`src/rtl/bsi_pkg.sv`:
```
package bsi_pkg;

  // ------------------------------------------------------------
  // Instruction opcodes
  // ------------------------------------------------------------
  localparam int IR_WIDTH = 4;
  localparam logic [3:0] OP_EXTEST = 4'h0;
  localparam logic [3:0] OP_IDCODE = 4'h1;
  localparam logic [3:0] OP_SAMPLE = 4'h2;
  localparam logic [3:0] OP_RESET = 4'hC;
  localparam logic [3:0] OP_BYPASS = 4'hF;
  localparam logic [3:0] IR_RESET_VALUE = 4'h1;
  localparam logic [1:0] IR_CAPTURE_VALUE = 2'h1;

  // ------------------------------------------------------------
  // Identification word layout
  // ------------------------------------------------------------
  localparam int ID_WIDTH = 32;
  localparam int ID_VER_LSB = 28;
  localparam int ID_PART_LSB = 12;
  localparam int ID_MFR_LSB = 1;
  localparam int ID_VER_W = 4;
  localparam int ID_PART_W = 16;
  localparam int ID_MFR_W = 11;

  // ------------------------------------------------------------
  // Chain layout: per port pin three stages, two-wire enables last
  // ------------------------------------------------------------
  localparam int CELLS_PER_PIN = 3;
  localparam int CELL_PULLUP = 0;
  localparam int CELL_CTRL = 1;
  localparam int CELL_DATA = 2;

  // ------------------------------------------------------------
  // Reset time-out after the reset register clears
  // ------------------------------------------------------------
  localparam int CLK_MHZ = 20;
  localparam int RESET_TIMEOUT_US = 65;
  localparam int RESET_TIMEOUT_CYC = RESET_TIMEOUT_US * CLK_MHZ;

  // Test controller strobes, each held as a level through one link clock period
  typedef struct packed {
    logic captureIr;
    logic shiftIr;
    logic updateIr;
    logic captureDr;
    logic shiftDr;
    logic updateDr;
    logic testReset;
  } bsi_tap_t;

endpackage

```
`src/rtl/bsi_scan_logic.sv`:
```
`timescale 1ns/1ps
`default_nettype none

module bsi_scan_logic #(
  parameter int NPINS = 8,
  parameter int NTWI = 2,
  parameter int TIMEOUT_CYC = bsi_pkg::RESET_TIMEOUT_CYC,
  parameter logic [3:0] ID_VERSION = 4'h0, // Arbitrary value
  parameter logic [15:0] ID_PART = 16'h1234, // Arbitrary value
  parameter logic [10:0] ID_MAKER = 11'h055 // Arbitrary value
) (
  input wire logic clk,
  input wire logic rst_n,
  input wire logic testClk,
  input wire logic testDataIn,
  output logic testDataOut,
  input wire bsi_pkg::bsi_tap_t tapCtrl,
  input wire logic test_port_enable_fuse,
  input wire logic test_port_disable_bit,
  input wire logic global_pullup_disable,
  input wire logic [NPINS-1:0] pin_direction_bit,
  input wire logic [NPINS-1:0] pin_output_bit,
  input wire logic [NPINS-1:0] pinPad,
  input wire logic [NTWI-1:0] twowire_driver_enable,
  output logic [NPINS-1:0] padOut,
  output logic [NPINS-1:0] padOe,
  output logic [NPINS-1:0] padPullup,
  output logic [NTWI-1:0] twiDriveEn,
  output logic systemReset,
  output logic [3:0] activeOpcode
);

  localparam int CHAIN_LEN = NPINS * bsi_pkg::CELLS_PER_PIN + NTWI;
  localparam int TW = $clog2(TIMEOUT_CYC + 1);

  // ------------------------------------------------------------
  // Elaboration checks
  // ------------------------------------------------------------
  // Two-wire cells need a non-empty vector; the hold check needs two counts
  if (NPINS < 1 || NTWI < 1 || TIMEOUT_CYC < 2)
  begin
    $error("bsi_scan_logic: bad parameter");
  end

  // ------------------------------------------------------------
  // Synchronisers for link clock, serial input, strobes and pins
  // ------------------------------------------------------------
  logic [2:0] tckSync_ff;
  logic [1:0] tdiSync_ff;
  logic [6:0] tapS1_ff;
  logic [6:0] tapS2_ff;
  logic [NPINS-1:0] pinS1_ff;
  logic [NPINS-1:0] pinS2_ff;
  logic [1:0] enS1_ff;
  logic [1:0] enS2_ff;

  always_ff @(posedge clk or negedge rst_n)
  begin
    if (!rst_n)
    begin
      tckSync_ff <= 3'h0;
      tdiSync_ff <= 2'h0;
      tapS1_ff <= 7'h00;
      tapS2_ff <= 7'h00;
      pinS1_ff <= '0;
      pinS2_ff <= '0;
      enS1_ff <= 2'h0;
      enS2_ff <= 2'h0;
    end
    else
    begin
      tckSync_ff <= {tckSync_ff[1:0], testClk};
      tdiSync_ff <= {tdiSync_ff[0], testDataIn};
      tapS1_ff <= tapCtrl;
      tapS2_ff <= tapS1_ff;
      pinS1_ff <= pinPad;
      pinS2_ff <= pinS1_ff;
      enS1_ff <= {test_port_enable_fuse, test_port_disable_bit};
      enS2_ff <= enS1_ff;
    end
  end

  // Edge detect reads only the second and third stages
  bsi_pkg::bsi_tap_t tap;
  wire tckRise = tckSync_ff[1] & ~tckSync_ff[2];
  wire tdi = tdiSync_ff[1];
  wire portOn = enS2_ff[1] & ~enS2_ff[0];
  assign tap = bsi_pkg::bsi_tap_t'(tapS2_ff);
  wire act = tckRise & portOn;

  // ------------------------------------------------------------
  // Instruction register and decode
  // ------------------------------------------------------------
  logic [3:0] irShift_ff;
  logic [3:0] ir_ff;
  logic bypass_ff;
  logic rstReg_ff;
  logic [31:0] idShift_ff;
  logic [CHAIN_LEN-1:0] chain_ff;
  logic [CHAIN_LEN-1:0] latch_ff;

  wire selChain = (ir_ff == bsi_pkg::OP_EXTEST) || (ir_ff == bsi_pkg::OP_SAMPLE);
  wire selId = ir_ff == bsi_pkg::OP_IDCODE;
  wire selRst = ir_ff == bsi_pkg::OP_RESET;
  wire selByp = !(selChain || selId || selRst);
  wire extest = ir_ff == bsi_pkg::OP_EXTEST;

  // Identification word with the constant one at bit zero
  wire [31:0] idWord = {ID_VERSION, ID_PART, ID_MAKER, 1'b1};

  // Capture vector: per pin pull-up, control, input sample; two-wire enables
  function automatic logic [CHAIN_LEN-1:0] capVec(input logic [NPINS-1:0] pins);
    logic [CHAIN_LEN-1:0] v;
    v = '0;
    for (int i = 0; i < NPINS; i++)
    begin
      v[i*3 + bsi_pkg::CELL_PULLUP] = ~global_pullup_disable & ~pin_direction_bit[i]
        & pin_output_bit[i];
      v[i*3 + bsi_pkg::CELL_CTRL] = pin_direction_bit[i];
      v[i*3 + bsi_pkg::CELL_DATA] = pins[i];
    end
    for (int t = 0; t < NTWI; t++)
    begin
      v[NPINS*3 + t] = twowire_driver_enable[t];
    end
    return v;
  endfunction

  // Instruction and data paths; every path shifts LSB first
  always_ff @(posedge clk or negedge rst_n)
  begin
    if (!rst_n)
    begin
      irShift_ff <= 4'h0;
      ir_ff <= bsi_pkg::IR_RESET_VALUE;
      bypass_ff <= 1'b0;
      rstReg_ff <= 1'b0;
      idShift_ff <= 32'h0;
      chain_ff <= '0;
      latch_ff <= '0;
    end
    else if (act)
    begin
      if (tap.testReset)
        ir_ff <= bsi_pkg::IR_RESET_VALUE;
      if (tap.captureIr)
        irShift_ff <= {2'h0, bsi_pkg::IR_CAPTURE_VALUE};
      if (tap.shiftIr)
        irShift_ff <= {tdi, irShift_ff[3:1]};
      if (tap.updateIr)
        ir_ff <= irShift_ff;
      if (tap.captureDr && selByp)
        bypass_ff <= 1'b0;
      if (tap.shiftDr && selByp)
        bypass_ff <= tdi;
      if (tap.shiftDr && selRst)
        rstReg_ff <= tdi;
      if (tap.captureDr && selId)
        idShift_ff <= idWord;
      if (tap.shiftDr && selId)
        idShift_ff <= {tdi, idShift_ff[31:1]};
      if (tap.captureDr && selChain)
        chain_ff <= capVec(pinS2_ff);
      if (tap.shiftDr && selChain)
        chain_ff <= {tdi, chain_ff[CHAIN_LEN-1:1]};
      if (tap.updateDr && selChain)
        latch_ff <= chain_ff;
    end
  end

  // ------------------------------------------------------------
  // Serial output mux, registered
  // ------------------------------------------------------------
  wire tdoNext = selChain ? chain_ff[0] : selId ? idShift_ff[0] :
    selRst ? rstReg_ff : bypass_ff;

  // ------------------------------------------------------------
  // System reset hold with time-out after release
  // ------------------------------------------------------------
  logic [TW-1:0] tmo_ff;
  wire [TW-1:0] tmoMax = TW'(TIMEOUT_CYC);
  wire [TW-1:0] nxt_tmo = (rstReg_ff && portOn) ? tmoMax :
    (tmo_ff != '0) ? tmo_ff - 1'b1 : tmo_ff;

  always_ff @(posedge clk or negedge rst_n)
  begin
    if (!rst_n)
    begin
      tmo_ff <= '0;
      testDataOut <= 1'b0;
      systemReset <= 1'b0;
      activeOpcode <= bsi_pkg::IR_RESET_VALUE;
    end
    else
    begin
      tmo_ff <= nxt_tmo;
      testDataOut <= tdoNext;
      systemReset <= (rstReg_ff && portOn) || (tmo_ff != '0);
      activeOpcode <= ir_ff;
    end
  end

  // ------------------------------------------------------------
  // Pin drive: chain latches take the pins only under external test
  // ------------------------------------------------------------
  logic [NPINS-1:0] nxt_out;
  logic [NPINS-1:0] nxt_oe;
  logic [NPINS-1:0] nxt_pu;
  logic [NTWI-1:0] nxt_twi;
  wire drivePins = extest && portOn;

  always_comb
  begin
    for (int i = 0; i < NPINS; i++)
    begin
      nxt_pu[i] = drivePins ? latch_ff[i*3 + bsi_pkg::CELL_PULLUP] :
        ~global_pullup_disable & ~pin_direction_bit[i] & pin_output_bit[i];
      nxt_oe[i] = drivePins ? latch_ff[i*3 + bsi_pkg::CELL_CTRL] : pin_direction_bit[i];
      nxt_out[i] = drivePins ? latch_ff[i*3 + bsi_pkg::CELL_DATA] : pin_output_bit[i];
    end
    for (int t = 0; t < NTWI; t++)
    begin
      nxt_twi[t] = drivePins ? latch_ff[NPINS*3 + t] : twowire_driver_enable[t];
    end
  end

  // System reset tri-states pins except under external test, standing in for a high-impedance opcode
  always_ff @(posedge clk or negedge rst_n)
  begin
    if (!rst_n)
    begin
      padOut <= '0;
      padOe <= '0;
      padPullup <= '0;
      twiDriveEn <= '0;
    end
    else
    begin
      padOut <= nxt_out;
      padOe <= (systemReset && !drivePins) ? '0 : nxt_oe;
      padPullup <= (systemReset && !drivePins) ? '0 : nxt_pu;
      twiDriveEn <= (systemReset && !drivePins) ? '0 : nxt_twi;
    end
  end

  // Output-control bits of the latches, so the drive check stays independent
  function automatic logic [NPINS-1:0] latchCtrl(input logic [CHAIN_LEN-1:0] l);
    logic [NPINS-1:0] v;
    v = '0;
    for (int i = 0; i < NPINS; i++)
    begin
      v[i] = l[i*3 + bsi_pkg::CELL_CTRL];
    end
    return v;
  endfunction

  wire [NPINS-1:0] latchOe = latchCtrl(latch_ff);

  // ------------------------------------------------------------
  // Assertions
  // ------------------------------------------------------------
  a_reset_hold: assert property (@(posedge clk) disable iff (!rst_n)
    (rstReg_ff && portOn) |=> systemReset) else $error("reset not held");
  a_timeout_hold: assert property (@(posedge clk) disable iff (!rst_n)
    $fell(rstReg_ff) && portOn |=> systemReset[*2]) else $error("time-out cut");
  a_bypass_zero: assert property (@(posedge clk) disable iff (!rst_n)
    (act && tap.captureDr && selByp && !tap.shiftDr) |=> !bypass_ff) else $error("bypass");
  a_id_capture: assert property (@(posedge clk) disable iff (!rst_n)
    (act && tap.captureDr && selId && !tap.shiftDr) |=> idShift_ff == idWord)
    else $error("id capture");
  a_id_lsb_one: assert property (@(posedge clk) disable iff (!rst_n)
    (act && tap.captureDr && selId && !tap.shiftDr) |=> ##1 testDataOut)
    else $error("id bit zero");
  a_extest_drive: assert property (@(posedge clk) disable iff (!rst_n)
    drivePins |=> padOe == $past(latchOe)) else $error("extest drive");
  a_sample_quiet: assert property (@(posedge clk) disable iff (!rst_n)
    (ir_ff == bsi_pkg::OP_SAMPLE && !systemReset) |=> padOut == $past(pin_output_bit))
    else $error("sample disturbs pins");
  a_port_off: assert property (@(posedge clk) disable iff (!rst_n)
    !portOn |=> $stable(ir_ff)) else $error("port active while disabled");
  a_ir_shift: assert property (@(posedge clk) disable iff (!rst_n)
    (act && tap.shiftIr && !tap.updateIr && !tap.captureIr) |=> irShift_ff[3] == $past(tdi))
    else $error("ir shift order");

endmodule

`default_nettype wire

```
`config.mk`:
```
export PLATFORM = sky130hd
export DESIGN_NAME = bsi_scan_logic
export DESIGN_NICKNAME = d
export VERILOG_FILES = /design/src/rtl/bsi_pkg.sv /design/src/rtl/bsi_scan_logic.sv
export SDC_FILE = /design/constraint.sdc
export NUM_CORES = 1
export LEC_CHECK = 0
export ABC_CLOCK_PERIOD_IN_PS = 5000
export BUFFER_PORTS_ARGS = -buffer_cell sky130_fd_sc_hd__buf_2
export CORE_MARGIN = 3
export CORE_UTILIZATION = 45
export DETAILED_ROUTE_END_ITERATION = 10
export GPL_TIMING_DRIVEN = 0
export SYNTH_ARGS = -nofsm -noshare
export SYNTH_HDL_FRONTEND = slang
export SYNTH_SLANG_ARGS = --single-unit
```
`constraint.sdc`:
```
create_clock -name clk -period 5 [get_ports clk]
set_clock_uncertainty 0.05 [all_clocks]
set_input_delay 1 -clock clk [delete_from_list [all_inputs] [get_ports clk]]
set_output_delay 1 -clock clk [all_outputs]
set_load 0.03 [all_outputs]
```
==> results of run 1 <==
-- kinds of logic after synthesis --
family,count (synthesis)
AOI/OAI and AO/OA,108
DFF,176
muxes,45
buffers and inverters,62
adders and majority gates,1
xor gates and xnor gates,2
and+or+nand+nor,166
-- cell type report --
type	count	share of cell area
clock inverters	10	0.0226
clock buffers	22	0.0575
well taps	184	0.0285
inverters	29	0.0135
flip-flops and latches	176	0.546
repair buffers	72	0.0486
plain buffers	33	0.0235
multi-input cells	322	0.260
-- sequential cells by signal (all words and copies together), names as in the netlist, 2 cells and up --
name          cells
idShift_ff       32
chain_ff         26
latch_ff         26
tmo_ff           11
padOe             8
padOut            8
padPullup         8
pinS1_ff          8
pinS2_ff          8
tapS1_ff          7
tap               7
activeOpcode      4
irShift_ff        4
ir_ff             4
tckSync_ff        3
enS1_ff           2
enS2_ff           2
tdiSync_ff        2
twiDriveEn        2
-- final timing paths --
path / from / slack [ns] / to / cells past startpoint
worst max register to register: ir_ff[3] / 2.95 / padPullup[0] / 5
worst min register to register: pinS1_ff[5] / 0.30 / pinS2_ff[5] / 0
min in group asynchronous: rst_n / 0.43 / padOe[1] / 1
worst min-delay path: pinS1_ff[5] / 0.30 / pinS2_ff[5] / 0
worst max-delay path: activeOpcode[0] / 2.83 / activeOpcode[0] / 1
max in group asynchronous: rst_n / 3.52 / idShift_ff[21] / 2
-- synthesized netlist by cell type, types with 2 or more instances --
cell type | number | area (sq um)
dfrtp_1 | 174 | 4350
nand2_1 | 67 | 251
nor2_1 | 44 | 165
a21oi_1 | 32 | 160
inv_1 | 29 | 109
nand3_1 | 26 | 130
mux2_1 | 20 | 225
mux2i_1 | 18 | 180
buf_2 | 14 | 70.1
o31ai_1 | 12 | 90.1
o21ai_2 | 10 | 87.6
a31oi_1 | 9 | 56.3
a32oi_1 | 9 | 78.8
o41ai_1 | 8 | 70.1
mux2_2 | 7 | 78.8
o21ai_1 | 7 | 35.0
a32o_1 | 6 | 60.1
clkbuf_1 | 6 | 22.5
buf_1 | 5 | 18.8
buf_6 | 5 | 56.3
nand2b_1 | 4 | 25.0
buf_4 | 3 | 22.5
o21ai_0 | 3 | 15.0
dfstp_2 | 2 | 52.6
nand3b_1 | 2 | 15.0
nor2b_1 | 2 | 12.5
nor3_1 | 2 | 10.0
nor3_2 | 2 | 20.0
nor3b_1 | 2 | 15.0
nor4_1 | 2 | 12.5
-- metrics by stage --
| stage | hold WS [ns] | instances |
|---|---|---|
| 4_1_cts | 0.300 | 848 |
| 3_3_place_gp | 0.283 | 815 |
| 6_report | 0.298 | 848 |
| 5_1_grt | 0.310 | 848 |
| 2_1_floorplan | 0.281 | 560 |
| 3_5_place_dp | 0.286 | 816 |
-- power by group --
group | internal, mW | switching [mW]
logic | 0.318 | 0.397
registers | 1.78 | 0.246
clock network | 0.912 | 0.535
total | 3.01 | 1.18
-- layer usage --
layer / track usage / routed length (um) / up-vias
li1: - / - / 2119
met5: 0 / 0 / -
met4: 0.0574 / 212 / 0
met2: 0.308 / 7200 / 99
met3: 0.0411 / 523 / 22
met1: 0.252 / 6750 / 2298
==> flow_metrics.tcl, run 1 <==
set metrics [dict create \
    core-area_sq_um 14600 \
    layout_commonest_cell "dfrtp_1" \
    routed_via_density 5.35 \
    wirelength_um 14700 \
    yosys-mux-area-fraction 0.0711 \
    synthToLayoutAreaGrowth_pct 18.7 \
    grt_setup_unrepaired "false" \
    hold_class "flip-flop to flip-flop" \
    synthArstFlopShare 1.00 \
    largest_net_degree_at_the_start_of_global_routing 126 \
    cts_resized 0 \
    clock-root-buffer "clkbuf_16" \
    io_pins 72 \
    slowest_cell_on_crit_path "dfstp_2" \
    mostFrequentLayoutCells "dfrtp_1 (174), buf_2 (84), nand2_1 (67), nor2_1 (44), a21oi_1 (32)" \
    ys.flop_type "dfrtp_1" \
    grt_pass1_vias 4589 \
    postLayoutCellArea_sq_um 8080 \
    cts_tree "yes" \
    number_of_buffers_inserted_to_repair_setup_after_cts 0 \
    synthAdderAreaFrac 0.00184 \
    cp.arrival_ns 1.12 \
    number_of_buffers_on_the_longest_clock_path 2 \
    mean_cell_area_of_the_mapped_netlist_sq_um 12.2 \
    max-vdd-ir-drop_mv 0.336 \
    maxClockFrequency_mhz 462 \
    total_power_mw 4.19 \
    postLayoutSetupSlackWorst_ns 2.83 \
    holdBufCountCts 0 \
    io_buffer_count 71 \
    die-height_um 129 \
    leakage_power_summed_over_all_cells_nw 3.79 \
    numClockSinks 176 \
    post-route-period-util 0.433 \
    synth.distinct_cells 58 \
    cts_buffers 17 \
    groute.usage.overall 0.188 \
    detail_route.wl_per_cell_um 17.3 \
    grt_first_pass_wirelength_um 24100 \
    timing.critical_path.max_delay_family "flip-flops" \
    multiInputGateArea_sq_um 2100 \
    critical_path_class "flip-flop to output pin" \
    num_antenna_cells 0 \
    synth_seq_cells 176 \
    post_synthesis_share_of_cell_area_spent_on_and_or_nand_and_nor_gates 0.119 \
    finalSetupTns_ns 0 \
    synth_compound_area_frac 0.114 \
    worstPathRequired_ns 3.95 \
    starting_density 0.465 \
    worst_setup_path_start_kind "flip-flop" \
    layout.core_utilization 0.552 \
    drv_slew 0 \
    synth_nets 601 \
    die_width_um 129 \
    post-route-min-period_ns 2.17 \
    detailedPlace.worstSlack_ns 2.59 \
    seq_area_frac_synth 0.647 \
    timing.critical_path.slowest_cell_delay_ns 0.51 \
    placement_rows 44 \
    h-tree-depth 4 \
    post_synth_inst_count 560 \
    cts.reportedPaths.clkPinSlew_ns 0.06 \
    maxCapViolCount 0 \
    worstPathBufferInverterCount 1 \
    routabilityCongestion 0.781 \
    routed_via_count 4538 \
    drtIter0Drc 265 \
    antenna_found_initial 0 \
    post-route-drc-count 0 \
    synth_warnings 0 \
    drtPass1Iterations 4 \
    floorplan.die_area_sq_um 16600 \
    regArea_sq_um 4410 \
    ant_nets 0 \
    grt_overflow 0 \
    final_hold_viol_count 0 \
    synth_enable_flop_cells 0 \
    post_route_cells_drive_above_1_share 0.229 \
    cell_area_synth_sq_um 6810 \
    slew_headroom 0.401 \
    pwr_density_cell_nw_per_um2 519 \
    clock_insertion_delay_worst_skew_ns 0.42 \
    fill_cells 1250 \
    largest_family_of_logic_cells_by_synthesized_area "simple AND/OR/NAND/NOR gates" \
    path_cells "buf_2" \
    crit_path_end_kind "output pin" \
    final_net_count 692 \
    placed_cell_area_sq_um 7430 \
    status "completed" \
    post_synth_xor_area_fraction 0.00257 \
    max_slew.worst_pin.slew_ns 0.895 \
    setup_viol 0 \
    final_hpwl_dp_um 9500 \
    critical_path.max_fanout 1 \
]
Power figures use the tool's default switching activity.
==> run 2, diff against run 1 <==
--- a/config.mk
+++ b/config.mk
@@ -5,12 +5,13 @@
 export SDC_FILE = /design/constraint.sdc
 export NUM_CORES = 1
 export LEC_CHECK = 0
-export ABC_CLOCK_PERIOD_IN_PS = 5000
+export ABC_CLOCK_PERIOD_IN_PS = 1850
 export BUFFER_PORTS_ARGS = -buffer_cell sky130_fd_sc_hd__buf_2
 export CORE_MARGIN = 3
 export CORE_UTILIZATION = 45
 export DETAILED_ROUTE_END_ITERATION = 10
 export GPL_TIMING_DRIVEN = 0
+export PLACE_DENSITY = 0.66
 export SYNTH_ARGS = -nofsm -noshare
 export SYNTH_HDL_FRONTEND = slang
 export SYNTH_SLANG_ARGS = --single-unit
==> constraint.sdc (replaced) <==
create_clock -name clk -period 1.85 [get_ports clk]
set_clock_uncertainty 0.05 [all_clocks]
set_input_delay 0.37 -clock clk [delete_from_list [all_inputs] [get_ports clk]]
set_output_delay 0.37 -clock clk [all_outputs]
set_load 0.03 [all_outputs]
==> flow_metrics.tcl, run 2 (synthesized netlist as in run 1, its figures left out) <==
set metrics [dict create \
    status "completed" \
    numClockSinks 176 \
    final_hold_viol_count 0 \
    pwr_density_cell_nw_per_um2 1340 \
    post_route_cells_drive_above_1_share 0.242 \
    cts_buffers 17 \
    floorplan.die_area_sq_um 16600 \
    setup_viol 0 \
    post-route-drc-count 0 \
    drv_slew 0 \
    groute.usage.overall 0.185 \
    total_power_mw 11.2 \
    max-vdd-ir-drop_mv 0.741 \
    largest_register_ff_count 32 \
    clock_insertion_delay_worst_skew_ns 0.43 \
    critical_path.max_fanout 10 \
    maxCapViolCount 0 \
    worst_setup_path_start_kind "flip-flop" \
    grt_pass1_vias 4690 \
    number_of_buffers_on_the_longest_clock_path 2 \
    wirelength_um 14300 \
    placement_rows 44 \
    synthToLayoutAreaGrowth_pct 22.4 \
    io_buffer_count 71 \
    worstPathRequired_ns 2.08 \
    largest-register "idShift_ff" \
    largest_net_degree_at_the_start_of_global_routing 92 \
    core-area_sq_um 14600 \
    postLayoutSetupSlackWorst_ns 0.0806 \
    grt_overflow 0 \
    cts_tree "yes" \
    final_net_count 714 \
    drtIter0Drc 286 \
    ant_nets 0 \
    crit_path_end_kind "flip-flop" \
    maxClockFrequency_mhz 565 \
    detail_route.wl_per_cell_um 16.5 \
    routed_via_density 5.26 \
    cp.arrival_ns 2.00 \
    routabilityCongestion 0.783 \
    post-route-min-period_ns 1.77 \
    antenna_found_initial 0 \
    final_hpwl_dp_um 9450 \
    io_pins 72 \
    grt_first_pass_wirelength_um 23800 \
    hold_class "input pin to flip-flop" \
    post-route-period-util 0.956 \
    timing.reg2reg.setup_slack_ns 0.08 \
    layout_commonest_cell "dfrtp_1" \
    starting_density 0.465 \
    detailedPlace.worstSlack_ns -0.167 \
    mostFrequentLayoutCells "dfrtp_1 (173), buf_2 (77), nand2_1 (67), nor2_1 (43), a21oi_1 (32)" \
    die_width_um 129 \
    layout_top_registers "idShift_ff x32, chain_ff x26, latch_ff x26" \
    routed_via_count 4577 \
    max_slew.worst_pin.slew_ns 0.706 \
    cts.reportedPaths.clkPinSlew_ns 0.07 \
    slew_headroom 0.530 \
    die-height_um 129 \
    fill_cells 1234 \
    clock-root-buffer "clkbuf_16" \
    drtPass1Iterations 4 \
    finalSetupTns_ns 0 \
    num_antenna_cells 0 \
    leakage_power_summed_over_all_cells_nw 3.89 \
    critical_path_class "flip-flop to flip-flop" \
    h-tree-depth 4 \
]
## run 2: routing by layer
| metal | track usage | wire (um) |
|---|---|---|
| met2 | 0.305 | 7180 |
| met1 | 0.240 | 6310 |
| met4 | 0.0618 | 238 |
| met5 | 0 | 0 |
| met3 | 0.0457 | 606 |
## run 2: final cells by class
cell class                      count  area [sq um]  share of cell area
Timing Repair Buffer               94           621              0.0745
Clock inverter                     14           179              0.0215
Buffer                             33           225              0.0270
Clock buffer                       18           439              0.0527
Inverter                           29           109              0.0131
Sequential cell                   176          4410               0.529
Multi-Input combinational cell    322          2120               0.255
Tap cell                          184           230              0.0276
## run 2: final timing paths
kind	startpoint	to	cells past startpoint
max reg2reg	ir_ff[2]	padPullup[7]	6
min	pin_direction_bit[1]	padPullup[1]	2
max	ir_ff[2]	padPullup[7]	6
min reg2reg	enS1_ff[0]	enS2_ff[0]	0
max in group asynchronous	rst_n	ir_ff[0]	3
min in group asynchronous	rst_n	padOut[3]	2
## run 2: worst max-delay path, stage by stage (launching register included)
cell     delay (ns)
dfrtp_1        0.47
or2_4          0.29
nor4b_4        0.33
buf_12         0.17
buf_6          0.17
nand2_1        0.07
o41ai_1        0.08
## run 2: power by group
group	switching [mW]	total, mW	internal [mW]
clock	1.53	3.71	2.18
combinational	1.10	2.01	0.911
sequential	0.663	5.47	4.80
## run 2: what timing repair did
item                                    in CTS  in global routing
endpoints found under the hold margin      103                  0
resized for setup                            3                 26
cloned                                       0                  0
setup buffers                                1                  1
hold buffers                                20                  0
pin swaps                                    1                  1
endpoints found under the setup margin      59                 58
## run 2: through the flow
| step | instances | util | instance area (sq um) | hold WS (ns) |
|---|---|---|---|---|
| finish | 870 | 0.569 | 8330 | 0.120 |
| global route | 870 | 0.569 | 8330 | 0.110 |
| CTS | 869 | 0.565 | 8280 | 0.0935 |
| detailed placement | 816 | 0.507 | 7430 | 0.285 |
| global placement | 815 | 0.505 | 7390 | 0.282 |
| floorplan | 560 | - | 6810 | 0.0244 |
